--- src/verilog/protect_consts.svh ---
// constants for the sector/block write protection block
// assumes inclusion by bare name from package and modules
`ifndef PROTECT_CONSTS_SVH
`define PROTECT_CONSTS_SVH
`define GROUP_COUNT 542
`define GROUP_BITS 10
`define BIG_BLOCKS 510
`define SMALL_SECTORS 32
`define BLOCK_SHIFT 16
`define SECTOR_SHIFT 12
`define ADDR_BITS 25
`define TOP_SMALL_BASE 9'h1FE
`define PROG_TIME_US 400
`define ERASE_TIME_US 45000
`define CLOCK_MHZ 25
`define BIT_ERASED 1'h1
`define BIT_PROTECTED 1'h0
`endif

--- src/verilog/protect_pkg.sv ---
// types for the sector/block write protection block
// assumes protect_consts.svh is on the include path
`include "protect_consts.svh"
package protect_pkg;
    typedef struct packed {
        logic valid;
        logic [`ADDR_BITS-1:0] addr;
    } array_req_t;
    typedef struct packed {
        logic dyb_write;
        logic dyb_value;
        logic ppb_program;
        logic ppb_erase;
        logic ppb_read;
        logic lock_clear;
        logic unlock_ok;
        logic soft_reset;
        logic [`ADDR_BITS-1:0] addr;
    } prot_cmd_t;
    typedef enum logic [1:0] {ST_IDLE, ST_PROGRAM, ST_ERASE} nv_state_t;
endpackage

--- src/verilog/persist_bit_mem.sv ---
// non-volatile persistent bit store, one bit per protection group
// assumes its contents survive reset: no reset on the array
`timescale 1ns/1ns
`include "protect_consts.svh"
module persist_bit_mem #(
    parameter int DEPTH = `GROUP_COUNT,
    parameter int AW = `GROUP_BITS
) (
    input wire logic clk,
    input wire logic rd_en,
    input wire logic [AW-1:0] rd_addr,
    output logic rd_data,
    input wire logic wr_en,
    input wire logic [AW-1:0] wr_addr,
    input wire logic erase_all
);
    // ****************************************
    // storage
    // ****************************************
    logic [DEPTH-1:0] cell_reg = {DEPTH{`BIT_ERASED}};

    always_ff @(posedge clk) begin
        if (erase_all) begin
            cell_reg <= {DEPTH{`BIT_ERASED}};
        end else if (wr_en && (wr_addr < AW'(DEPTH))) begin
            cell_reg[wr_addr] <= `BIT_PROTECTED;
        end
    end

    always_ff @(posedge clk) begin
        if (rd_en) begin
            rd_data <= (rd_addr < AW'(DEPTH)) ? cell_reg[rd_addr] : `BIT_ERASED;
        end
    end
endmodule

--- src/verilog/sector_block_write_protect.sv ---
// sector/block write protection: persistent, dynamic and lock bits
// assumes commands decoded upstream as one-cycle pulses on CLOCK
//
// Function
// - group unprotected only when persistent and dynamic bits are both one.
// - top option: blocks 0..509 one group each, top two blocks per 4KB sector.
// - persistent bits programmed singly to zero; erase sets all to one together.
// - no single-bit erase; bulk erase ignores the supplied address.
// - program takes page time, erase sector time; busy stays visible.
// - array reads refused while a persistent bit is programmed.
// - delivered state has every persistent bit erased to one.
// - dynamic bit write sets zero or one any number of times, lock ignored.
// - any reset returns every dynamic bit to unprotected.
// - persistent bits survive power cycles and resets.
// - lock zero makes persistent program and erase fail, bits unchanged.
// - persistent mode: reset sets lock; once cleared stays cleared.
// - password mode: reset clears lock; only password unlock sets it.
// - lock-write command clears lock; software reset leaves lock alone.
// - mode chosen by one-time-programmable bits, fixed once programmed; the block samples PASSWORD_MODE every cycle.
// - bottom option puts the 32 small sectors in the lowest two blocks.
`timescale 1ns/1ns
`include "protect_consts.svh"
module sector_block_write_protect #(
    parameter int PROG_CYCLES = (`PROG_TIME_US * `CLOCK_MHZ),
    parameter int ERASE_CYCLES = (`ERASE_TIME_US * `CLOCK_MHZ)
) (
    input wire logic CLOCK,
    input wire logic RST_N,
    input wire logic HW_RESET_N,
    input wire logic PASSWORD_MODE,
    input wire logic SMALL_SECTOR_PLACEMENT,
    input wire protect_pkg::prot_cmd_t CMD,
    input wire protect_pkg::array_req_t ARRAY_READ,
    input wire protect_pkg::array_req_t ARRAY_WRITE,
    output logic ARRAY_READ_OK,
    output logic ARRAY_WRITE_OK,
    output logic ARRAY_WRITE_REJECT,
    output logic BUSY,
    output logic PPB_FAIL,
    output logic PPB_READ_VALID,
    output logic PPB_READ_DATA,
    output logic PERSIST_CHANGE_LOCK
);
    import protect_pkg::*;

    // ****************************************
    // address to protection group
    // ****************************************
    function automatic logic [`GROUP_BITS-1:0] group_of(input logic [`ADDR_BITS-1:0] a,
                                                      input logic bottom);
        logic [8:0] blk;
        logic [4:0] sec;
        blk = a[`ADDR_BITS-1:`BLOCK_SHIFT];
        sec = a[`BLOCK_SHIFT:`SECTOR_SHIFT];
        if (bottom) begin
            // small sectors take groups 0..31, blocks 2..511 follow
            if (blk < 9'h002) begin
                group_of = {5'h00, sec};
            end else begin
                group_of = `GROUP_BITS'(blk) + `GROUP_BITS'(`SMALL_SECTORS - 2);
            end
        end else begin
            if (blk >= `TOP_SMALL_BASE) begin
                group_of = `GROUP_BITS'(`BIG_BLOCKS) + `GROUP_BITS'(sec);
            end else begin
                group_of = `GROUP_BITS'(blk);
            end
        end
    endfunction

    // ****************************************
    // mode capture and lock bit
    // ****************************************
    // mode straps are one-time bits; they are sampled every cycle but never change
    logic password_mode_reg;
    logic lock_reg;
    logic hw_reset_seen_reg;
    wire hard_reset = !HW_RESET_N;

    always_ff @(posedge CLOCK or negedge RST_N) begin
        if (!RST_N) begin
            password_mode_reg <= 1'h0;
        end else begin
            password_mode_reg <= PASSWORD_MODE;
        end
    end

    // starts high so the first cycle after power-up loads the lock like a hard reset
    always_ff @(posedge CLOCK or negedge RST_N) begin
        if (!RST_N) begin
            hw_reset_seen_reg <= 1'h1;
        end else begin
            hw_reset_seen_reg <= hard_reset;
        end
    end

    // lock loads its mode-dependent value on the first cycle after any hard reset
    always_ff @(posedge CLOCK or negedge RST_N) begin
        if (!RST_N) begin
            lock_reg <= 1'h0;
        end else if (hw_reset_seen_reg || hard_reset) begin
            lock_reg <= !PASSWORD_MODE;
        end else if (CMD.lock_clear) begin
            lock_reg <= 1'h0;
        end else if (CMD.unlock_ok && password_mode_reg) begin
            lock_reg <= 1'h1;
        end
    end
    // soft_reset deliberately not used above

    // ****************************************
    // dynamic bits
    // ****************************************
    logic [`GROUP_COUNT-1:0] dyb_reg;
    wire [`GROUP_BITS-1:0] cmd_group = group_of(CMD.addr, SMALL_SECTOR_PLACEMENT);

    genvar gi;
    generate
        for (gi = 0; gi < `GROUP_COUNT; gi++) begin : g_dyb
            wire hit = CMD.dyb_write && (cmd_group == `GROUP_BITS'(gi));
            always_ff @(posedge CLOCK or negedge RST_N) begin
                if (!RST_N) begin
                    dyb_reg[gi] <= `BIT_ERASED;
                end else if (hard_reset || CMD.soft_reset) begin
                    dyb_reg[gi] <= `BIT_ERASED;
                end else if (hit) begin
                    dyb_reg[gi] <= CMD.dyb_value;
                end
            end
        end
    endgenerate

    // ****************************************
    // persistent bit sequencer
    // ****************************************
    nv_state_t state_reg;
    nv_state_t state_next;
    logic [31:0] count_reg;
    logic [31:0] count_next;
    logic [`GROUP_BITS-1:0] target_reg;
    logic fail_reg;
    logic fail_next;

    wire idle = (state_reg == ST_IDLE);
    wire start_prog = idle && CMD.ppb_program && lock_reg;
    wire start_erase = idle && CMD.ppb_erase && lock_reg;
    wire refused = idle && (CMD.ppb_program || CMD.ppb_erase) && !lock_reg;
    wire done = !idle && (count_reg == 32'h0000_0000);
    wire mem_write = done && (state_reg == ST_PROGRAM);
    wire mem_erase = done && (state_reg == ST_ERASE);

    // program, erase and persistent read commands arriving while busy are dropped: no queue, the host must poll busy
    always_comb begin
        state_next = state_reg;
        count_next = count_reg;
        case (state_reg)
            ST_IDLE: begin
                if (start_prog) begin
                    state_next = ST_PROGRAM;
                    count_next = 32'(PROG_CYCLES - 1);
                end else if (start_erase) begin
                    state_next = ST_ERASE;
                    count_next = 32'(ERASE_CYCLES - 1);
                end
            end
            ST_PROGRAM, ST_ERASE: begin
                if (done) begin
                    state_next = ST_IDLE;
                end else begin
                    count_next = count_reg - 32'h0000_0001;
                end
            end
            default: begin
                state_next = ST_IDLE;
            end
        endcase
    end

    // failure flag stands until the next accepted start
    assign fail_next = (start_prog || start_erase) ? 1'h0 : (refused ? 1'h1 : fail_reg);

    always_ff @(posedge CLOCK or negedge RST_N) begin
        if (!RST_N) begin
            state_reg <= ST_IDLE;
            count_reg <= 32'h0000_0000;
        end else begin
            state_reg <= state_next;
            count_reg <= count_next;
        end
    end

    always_ff @(posedge CLOCK or negedge RST_N) begin
        if (!RST_N) begin
            target_reg <= '0;
        end else if (start_prog) begin
            target_reg <= cmd_group;
        end
    end

    always_ff @(posedge CLOCK or negedge RST_N) begin
        if (!RST_N) begin
            fail_reg <= 1'h0;
        end else begin
            fail_reg <= fail_next;
        end
    end

    // ****************************************
    // persistent bit store and read
    // ****************************************
    logic ppb_rd;
    logic ppb_rd_valid_reg;
    wire [`GROUP_BITS-1:0] read_group = group_of(CMD.addr, SMALL_SECTOR_PLACEMENT);
    wire ppb_rd_req = CMD.ppb_read && idle;

    persist_bit_mem #(
        .DEPTH(`GROUP_COUNT),
        .AW(`GROUP_BITS)
    ) u_mem (
        .clk(CLOCK),
        .rd_en(ppb_rd_req),
        .rd_addr(read_group),
        .rd_data(ppb_rd),
        .wr_en(mem_write),
        .wr_addr(target_reg),
        .erase_all(mem_erase)
    );

    always_ff @(posedge CLOCK or negedge RST_N) begin
        if (!RST_N) begin
            ppb_rd_valid_reg <= 1'h0;
        end else begin
            ppb_rd_valid_reg <= ppb_rd_req;
        end
    end

    // ****************************************
    // array gating
    // ****************************************
    // the persistent bit of a write target is looked up combinationally; the store reads through a register,
    // so the array path keeps a shadow copy of the store in 542 flops
    logic [`GROUP_COUNT-1:0] ppb_shadow_reg = {`GROUP_COUNT{`BIT_ERASED}};
    always_ff @(posedge CLOCK) begin
        if (mem_erase) begin
            ppb_shadow_reg <= {`GROUP_COUNT{`BIT_ERASED}};
        end else if (mem_write) begin
            ppb_shadow_reg[target_reg] <= `BIT_PROTECTED;
        end
    end

    wire [`GROUP_BITS-1:0] wr_group = group_of(ARRAY_WRITE.addr, SMALL_SECTOR_PLACEMENT);
    wire wr_open = ppb_shadow_reg[wr_group] && dyb_reg[wr_group];
    wire wr_ok = ARRAY_WRITE.valid && idle && wr_open;
    wire wr_reject = ARRAY_WRITE.valid && !(idle && wr_open);
    wire rd_ok = ARRAY_READ.valid && (state_reg != ST_PROGRAM);

    logic rd_ok_reg;
    logic wr_ok_reg;
    logic wr_reject_reg;

    always_ff @(posedge CLOCK or negedge RST_N) begin
        if (!RST_N) begin
            rd_ok_reg <= 1'h0;
        end else begin
            rd_ok_reg <= rd_ok;
        end
    end

    always_ff @(posedge CLOCK or negedge RST_N) begin
        if (!RST_N) begin
            wr_ok_reg <= 1'h0;
        end else begin
            wr_ok_reg <= wr_ok;
        end
    end

    always_ff @(posedge CLOCK or negedge RST_N) begin
        if (!RST_N) begin
            wr_reject_reg <= 1'h0;
        end else begin
            wr_reject_reg <= wr_reject;
        end
    end

    // ****************************************
    // outputs
    // ****************************************
    // read data is forced low outside its valid cycle so a stale bit never shows
    assign ARRAY_READ_OK = rd_ok_reg;
    assign ARRAY_WRITE_OK = wr_ok_reg;
    assign ARRAY_WRITE_REJECT = wr_reject_reg;
    assign BUSY = !idle;
    assign PPB_FAIL = fail_reg;
    assign PPB_READ_VALID = ppb_rd_valid_reg;
    assign PPB_READ_DATA = ppb_rd_valid_reg & ppb_rd;
    assign PERSIST_CHANGE_LOCK = lock_reg;
endmodule

--- config.mk ---
export PLATFORM = sky130hd
export DESIGN_NAME = sector_block_write_protect
export DESIGN_NICKNAME = d
export VERILOG_FILES = /design/src/verilog/protect_pkg.sv /design/src/verilog/persist_bit_mem.sv /design/src/verilog/sector_block_write_protect.sv
export VERILOG_INCLUDE_DIRS = /design/src /design/src/verilog
export SDC_FILE = /design/constraint.sdc
export NUM_CORES = 2
export LEC_CHECK = 0
export ABC_AREA = 1
export BUFFER_PORTS_ARGS = -buffer_cell sky130_fd_sc_hd__buf_4
export CORE_ASPECT_RATIO = 2
export CORE_UTILIZATION = 30
export CTS_BUF_LIST = sky130_fd_sc_hd__clkbuf_8
export CTS_CLUSTER_DIAMETER = 200
export DETAILED_ROUTE_END_ITERATION = 10
export PLACE_DENSITY = 0.5
export RECOVER_POWER = 25
export SLEW_MARGIN = 15
export SYNTH_ARGS = -nofsm -noshare
export SYNTH_HDL_FRONTEND = slang
export SYNTH_SLANG_ARGS = --single-unit
export TNS_END_PERCENT = 1
--- constraint.sdc ---
create_clock -name CLOCK -period 3.4 [get_ports CLOCK]
set_input_delay 0.51 -clock CLOCK [delete_from_list [all_inputs] [get_ports CLOCK]]
set_output_delay 0.51 -clock CLOCK [all_outputs]
set_load 0.005 [all_outputs]
# [Word-level counts from Yosys, hierarchy flattened]
# Index checks and enable logic that the tools add are counted.
[word_totals] register_bits=1679 latch_bits=0 ram_bits=0 rom_bits=0 input_bits=90 output_inout_bits=8 wordCells=3354 mem_count=0
[op_classes] add_sub_neg=5 n_mul=0 div=0 n_lt_le_gt_ge=10 n_eq_ne=547 shifts=0 n_mux=1111 bitwise=4 reduce_logical=1121
[ops] operator="10-bit by 9-bit equality test with 1-bit output (second input constant)" n=256
[ops] operator="10-bit by 8-bit equality test with 1-bit output (second input constant)" n=128
[ops] operator="1-bit two-way mux" n=1093
[ops] operator="2-bit nonzero test" n=544
[ops] operator="542-bit AND" n=2
[ops] operator="10-bit by 7-bit equality test with 1-bit output (second input constant)" n=64
[ops] operator="1-bit logical AND" n=561
[ops] operator="542-bit NOT" n=1
[ops] operator="10-bit by 6-bit equality test with 1-bit output (second input constant)" n=32
[ops] operator="10-bit equality test (second input constant)" n=30
[ops] operator="10-bit by 5-bit equality test with 1-bit output (second input constant)" n=16
[ops] operator="32-bit two-way mux" n=3
[ops] operator="10-bit by 4-bit equality test with 1-bit output (second input constant)" n=8
[ops] operator="32-bit one-hot mux with 2 select lines" n=1
[ops] operator="10-bit two-way mux" n=6
[ops] operator="10-bit by 3-bit equality test with 1-bit output (second input constant)" n=4
[ops] operator="10-bit by 11-bit less-than comparator with 1-bit output (second input constant)" n=3
[ops] operator="32-bit zero test" n=1
[ops] operator="32-bit by 1-bit subtractor with 32-bit output (second input constant)" n=1
[ops] operator="1-bit binary-select mux with 10-bit select" n=3
[ops] operator="9-bit by 5-bit adder with 10-bit output (first input constant)" n=2
[ops] operator="9-bit by 5-bit adder with 10-bit output (second input constant)" n=2
[ops] operator="10-bit by 2-bit equality test with 1-bit output (second input constant)" n=2
[ops] operator="10-bit less-than comparator (second input constant)" n=2
[ops] operator="other kinds (21)" n=33

# [Depth between registers and ports, before layout]
[logic_depth] ltp_word=9 depth_mapped=28 ltp_nobuf=26

# [Cells and area by module]
# From an unflattened synthesis, not the netlist that was laid out.
[hier_totals] cells_unflattened=11747 area_unflattened_um2=82880.7
[modules_own_cells] mod="sector_block_write_protect" instances=1 cells_each=8577 area_each_um2=60671.9 seq_area_each_um2=26394.1
[modules_own_cells] mod="persist_bit_mem" instances=1 cells_each=3170 area_each_um2=22208.8 seq_area_each_um2=10880.4

# [Worst setup path after synthesis]
# No wires, ideal clock.
[synth_timing] path_type="input port to flip-flop" from="input port CMD[17] (netlist bit)" to="register u_mem.rd_data, data pin" setup_ps=261 arrival_ps=2718 required_ps=3139 setup_slack_ps=422 stages=21 n_path_buf=3 cell_sequence="inv_1 -> ha_1 -> nand3_2 -> nor2_2 -> nor2_1 -> a21oi_1 -> o21a_2 -> inv_2 -> buf_4 -> buf_2 -> buf_2 -> nand2_1 -> a21oi_1 -> o21ai_0 -> nand4_1 -> nand2_1 -> nand3_1 -> nand2_1 -> nand2_1 -> a21oi_1 -> nand3_1"
[synth_between] elab_chain_len=5 elab_cells_between_ends=9 cone_classes="add/sub (1); order compare (3); mux (5)"
[synth_rtl] item="start: declaration" line_no="sector_block_write_protect.sv:32" rtl="input wire protect_pkg::prot_cmd_t CMD,"
[synth_rtl] item="9-bit by 5-bit adder with 10-bit output (no line), or another cell as far along"
[synth_rtl] item="10-bit two-way mux (on tied branches)" line_no="sector_block_write_protect.sv:57, sector_block_write_protect.sv:63"
[synth_rtl] item="10-bit two-way mux (*)" line_no="sector_block_write_protect.sv:55" rtl="if (bottom) begin"
[synth_rtl] item="1-bit binary-select mux with 10-bit select" line_no="persist_bit_mem.sv:32" rtl="rd_data <= (rd_addr < AW'(DEPTH)) ? cell_reg[rd_addr] : `BIT_ERASED;"
[synth_rtl] item="1-bit two-way mux (not written as such)" line_no="persist_bit_mem.sv:32"
[synth_rtl] item="end signal: assignment" line_no="persist_bit_mem.sv:32"
[synth_rtl] item="end: declaration" line_no="persist_bit_mem.sv:12" rtl="output logic rd_data,"
# Mark *: on every way between the ends. The rest lies on a longest branch, timed or not. The select of a mux whose other input is x is not followed.
# A chain may end at the register's enable or synchronous reset.

# [Worst setup path after layout]
# Same ends and word-level chain as after synthesis.

==> flow_summary.json <==
{
  "pwr-share-seq": 0.432,
  "syn_inst": 11700,
  "yosys.area.top_type": "dfxtp_1",
  "path_clk_slew_ps": 70,
  "clockRootBuffer": "clkbuf_8",
  "powerDensity_nw_per_um2": 489,
  "drc": 0,
  "slew_headroom": -0.760,
  "critical_path_arrival_ps": 4040,
  "synth-async-reset-ratio": 0.354,
  "hp-start": "CMD[25]",
  "drt.antenna.violating_nets": 0,
  "multi_input_area_um2": 38100,
  "path_max_fanout": 9,
  "port_buffers": 48,
  "finalHoldViolCount": 0,
  "ys_warn_count": 0,
  "clockPowerShare": 0.368,
  "rsz0062_at_grt": "true",
  "hpwl_um": 248000,
  "start_util": 0.302,
  "peakVddDrop_v": 0.000533,
  "end_kind": "flip-flop",
  "yosysSeqAreaShare": 0.452,
  "antenna_found_initial": 6,
  "period_share": 0.966,
  "whs_ps": 150,
  "syn-mean-instance-area_um2": 7.03,
  "nNetsFinal": 12100,
  "violations": "max-capacitance violations, max-slew violations",
  "drtIter0Drc": 5732,
  "place.gp.congestion": 0.900,
  "ys_ff_latch": 1679,
  "synth_ff_type": "dfxtp_1",
  "p_int_mw": 32.0,
  "grt_overflow": 0,
  "p_leak_nw": 46.9,
  "reg2reg_from": "count_reg[24]",
  "rows": 271,
  "post-cts-setup-buffer-count": 0,
  "max_freq_ghz": 0.304,
  "synth_edf_count": 1,
  "wl_per_cell_um": 22.6,
  "fillers": 29400,
  "slew_viol_final": 68,
  "grt_start_max_net_pins": 171,
  "fin_worst_skew_ps": 49.9,
  "numCtsBuffers": 266,
  "synthToLayoutAreaGrowth_pct": 19.3,
  "fin_crit_ps": 3290,
  "synth_top_area_frac": 0.263,
  "synthTopCellsByArea": "dfxtp_1 26%, nand2_1 19%, dfstp_2 17%, o21ai_0 8.2%, nand3_1 6.9%",
  "fp.dieW_um": 373,
  "clock_latency_ps": 1000,
  "swShare": 0.333,
  "syn_nets": 11800,
  "core_area_um2": 273000,
  "seq_area_um2": 37300,
  "die_h_um": 743,
  "startpoint": "CMD[17]",
  "final_layout_size_suffix_gt1_frac": 0.156,
  "maxCapViolCount": 1,
  "ios": 98,
  "power_switching_mw": 16.0,
  "wl_um": 356000,
  "outcome": "finished with violations",
  "ctsLongestPathBuffers": 4,
  "total_power_mw": 48.1,
  "ys_types": 47,
  "setup_viol": 0,
  "track_usage": 0.251,
  "dr.pass1.iters": 6,
  "worst_slew_pin_slew_ps": 2640,
  "cts_tree": "built",
  "startpoint_type": "input pin",
  "vias": 79700,
  "dieArea_um2": 277000,
  "comb_power_share": 0.200,
  "synthesis.area_um2": 82400,
  "htree_levels": 5,
  "vias_per_cell": 5.06,
  "hp-class": "input pin to flip-flop",
  "clkSinkCount": 1679,
  "stdcell_count": 15800,
  "post-place-cells": 15300,
  "final_util": 0.361,
  "worstSetupPathType": "input pin to flip-flop",
  "worst_ep_required_time_ps": 4150,
  "grt_pass1_vias": 79000,
  "grt_pass1_wl_um": 522000
}
## cell type report
| cell class | instances | area share |
|---|---|---|
| clock inverter | 132 | 0.00621 |
| clock buffer | 327 | 0.0458 |
| timing repair buffer | 895 | 0.0974 |
| inverter | 1016 | 0.0392 |
| sequential | 1679 | 0.379 |
| antenna | 6 | 0.000153 |
| multi-input combinational | 8159 | 0.387 |
| tap | 3549 | 0.0452 |
## power by group through the flow
stage	Sequential, mW	Clock (mW)	Combinational [mW]
floorplan	21.0	0	4.11
global placement	21.1	0	9.56
detailed placement	21.1	0	9.56
CTS	20.8	18.1	9.59
global route	20.8	18.8	10.0
finish	20.8	17.7	9.62
## what timing repair did
item / 4_1_cts / 5_1_grt
hold buffers: 10 / 0
setup endpoints to repair: 0 / 4
endpoints found under the hold margin: 38 / 0
gates resized for setup: 0 / 5
## critical path, cell delays in order
cell	delay [ps]
buf_4	120
inv_1	70
ha_1	180
nand3_2	120
nor2_4	190
nor2_1	70
buf_4	140
nand2_1	40
o21ai_0	90
a211oi_2	280
buf_4	200
buf_4	120
nor2_4	60
buf_12	170
buf_4	190
nand2_1	70
nand4_1	320
a21oi_1	250
buf_4	120
nand2_1	40
nor2_1	210
buf_4	150
nand2_1	130
nand2_1	90
nand3_1	60
## worst paths after layout
check / to / slack (ps) / cells past startpoint
max: u_mem.rd_data / 110 / 25
min: dyb_reg[8] / 150 / 6
max reg2reg: u_mem.cell_reg[364] / 220 / 13
min reg2reg: ppb_shadow_reg[85] / 450 / 2
max in group asynchronous: dyb_reg[426] / 320 / 3
min in group asynchronous: password_mode_reg / 1590 / 3
## cells by family after synthesis
family / after synthesis / synth area share
AO/OA/AOI/OAI: 1686 / 0.105
AND/OR/NAND/NOR: 6047 / 0.299
XOR/XNOR: 15 / 0.00159
multiplexers: 399 / 0.0485
buffers and inverters: 1882 / 0.0915
flip-flops: 1679 / 0.452
adder cells (fa/ha/maj): 12 / 0.00182
## stage by stage
stage | instance area (um^2) | setup TNS (ps) | worst slack (ps)
after CTS | 98400 | 0 | 95.2
after global placement | 93200 | -184440 | -933
final | 98300 | 0 | 115
after detailed placement | 93200 | -198940 | -944
after global routing | 98300 | -12.3 | -12.3
after floorplan | 82400 | 0 | 422
## layer usage
metal	up-vias	global-route usage	part of all wire
met5	-	0	0.000020
met4	2	0.188	0.085
met3	965	0.0292	0.045
met2	2406	0.464	0.51
met1	38300	0.259	0.36
li1	38000	-	-
## synth_stat cells (all sizes together) (95+ instances only)
cell and instances:
a21oi 198, buf 273, clkbuf 593, dfstp 543
dfxtp 1084, inv 1013, mux2i 399, nand2 4165
nand3 1143, nand4 95, nor2 573, o21ai 1391
## cells in the final DEF (no fill, tap or decap), drive strengths merged, types with 4 or more instances in the layout
cell and count:
nand2 4165, o21ai 1391, nand3 1143, inv 1123, dfxtp 1084, buf 858
nor2 573, dfstp 543, mux2i 399, clkbuf 354, a21oi 198, nand4 95
o211ai 80, dfrtp 51, nand3b 38, nor3 19, clkinv 18, xor2 12
ha 12, dlygate4sd3 10, diode 6, a31oi 6, or2 6, clkinvlp 5
and3 4
(Power assumes the default switching activity.)
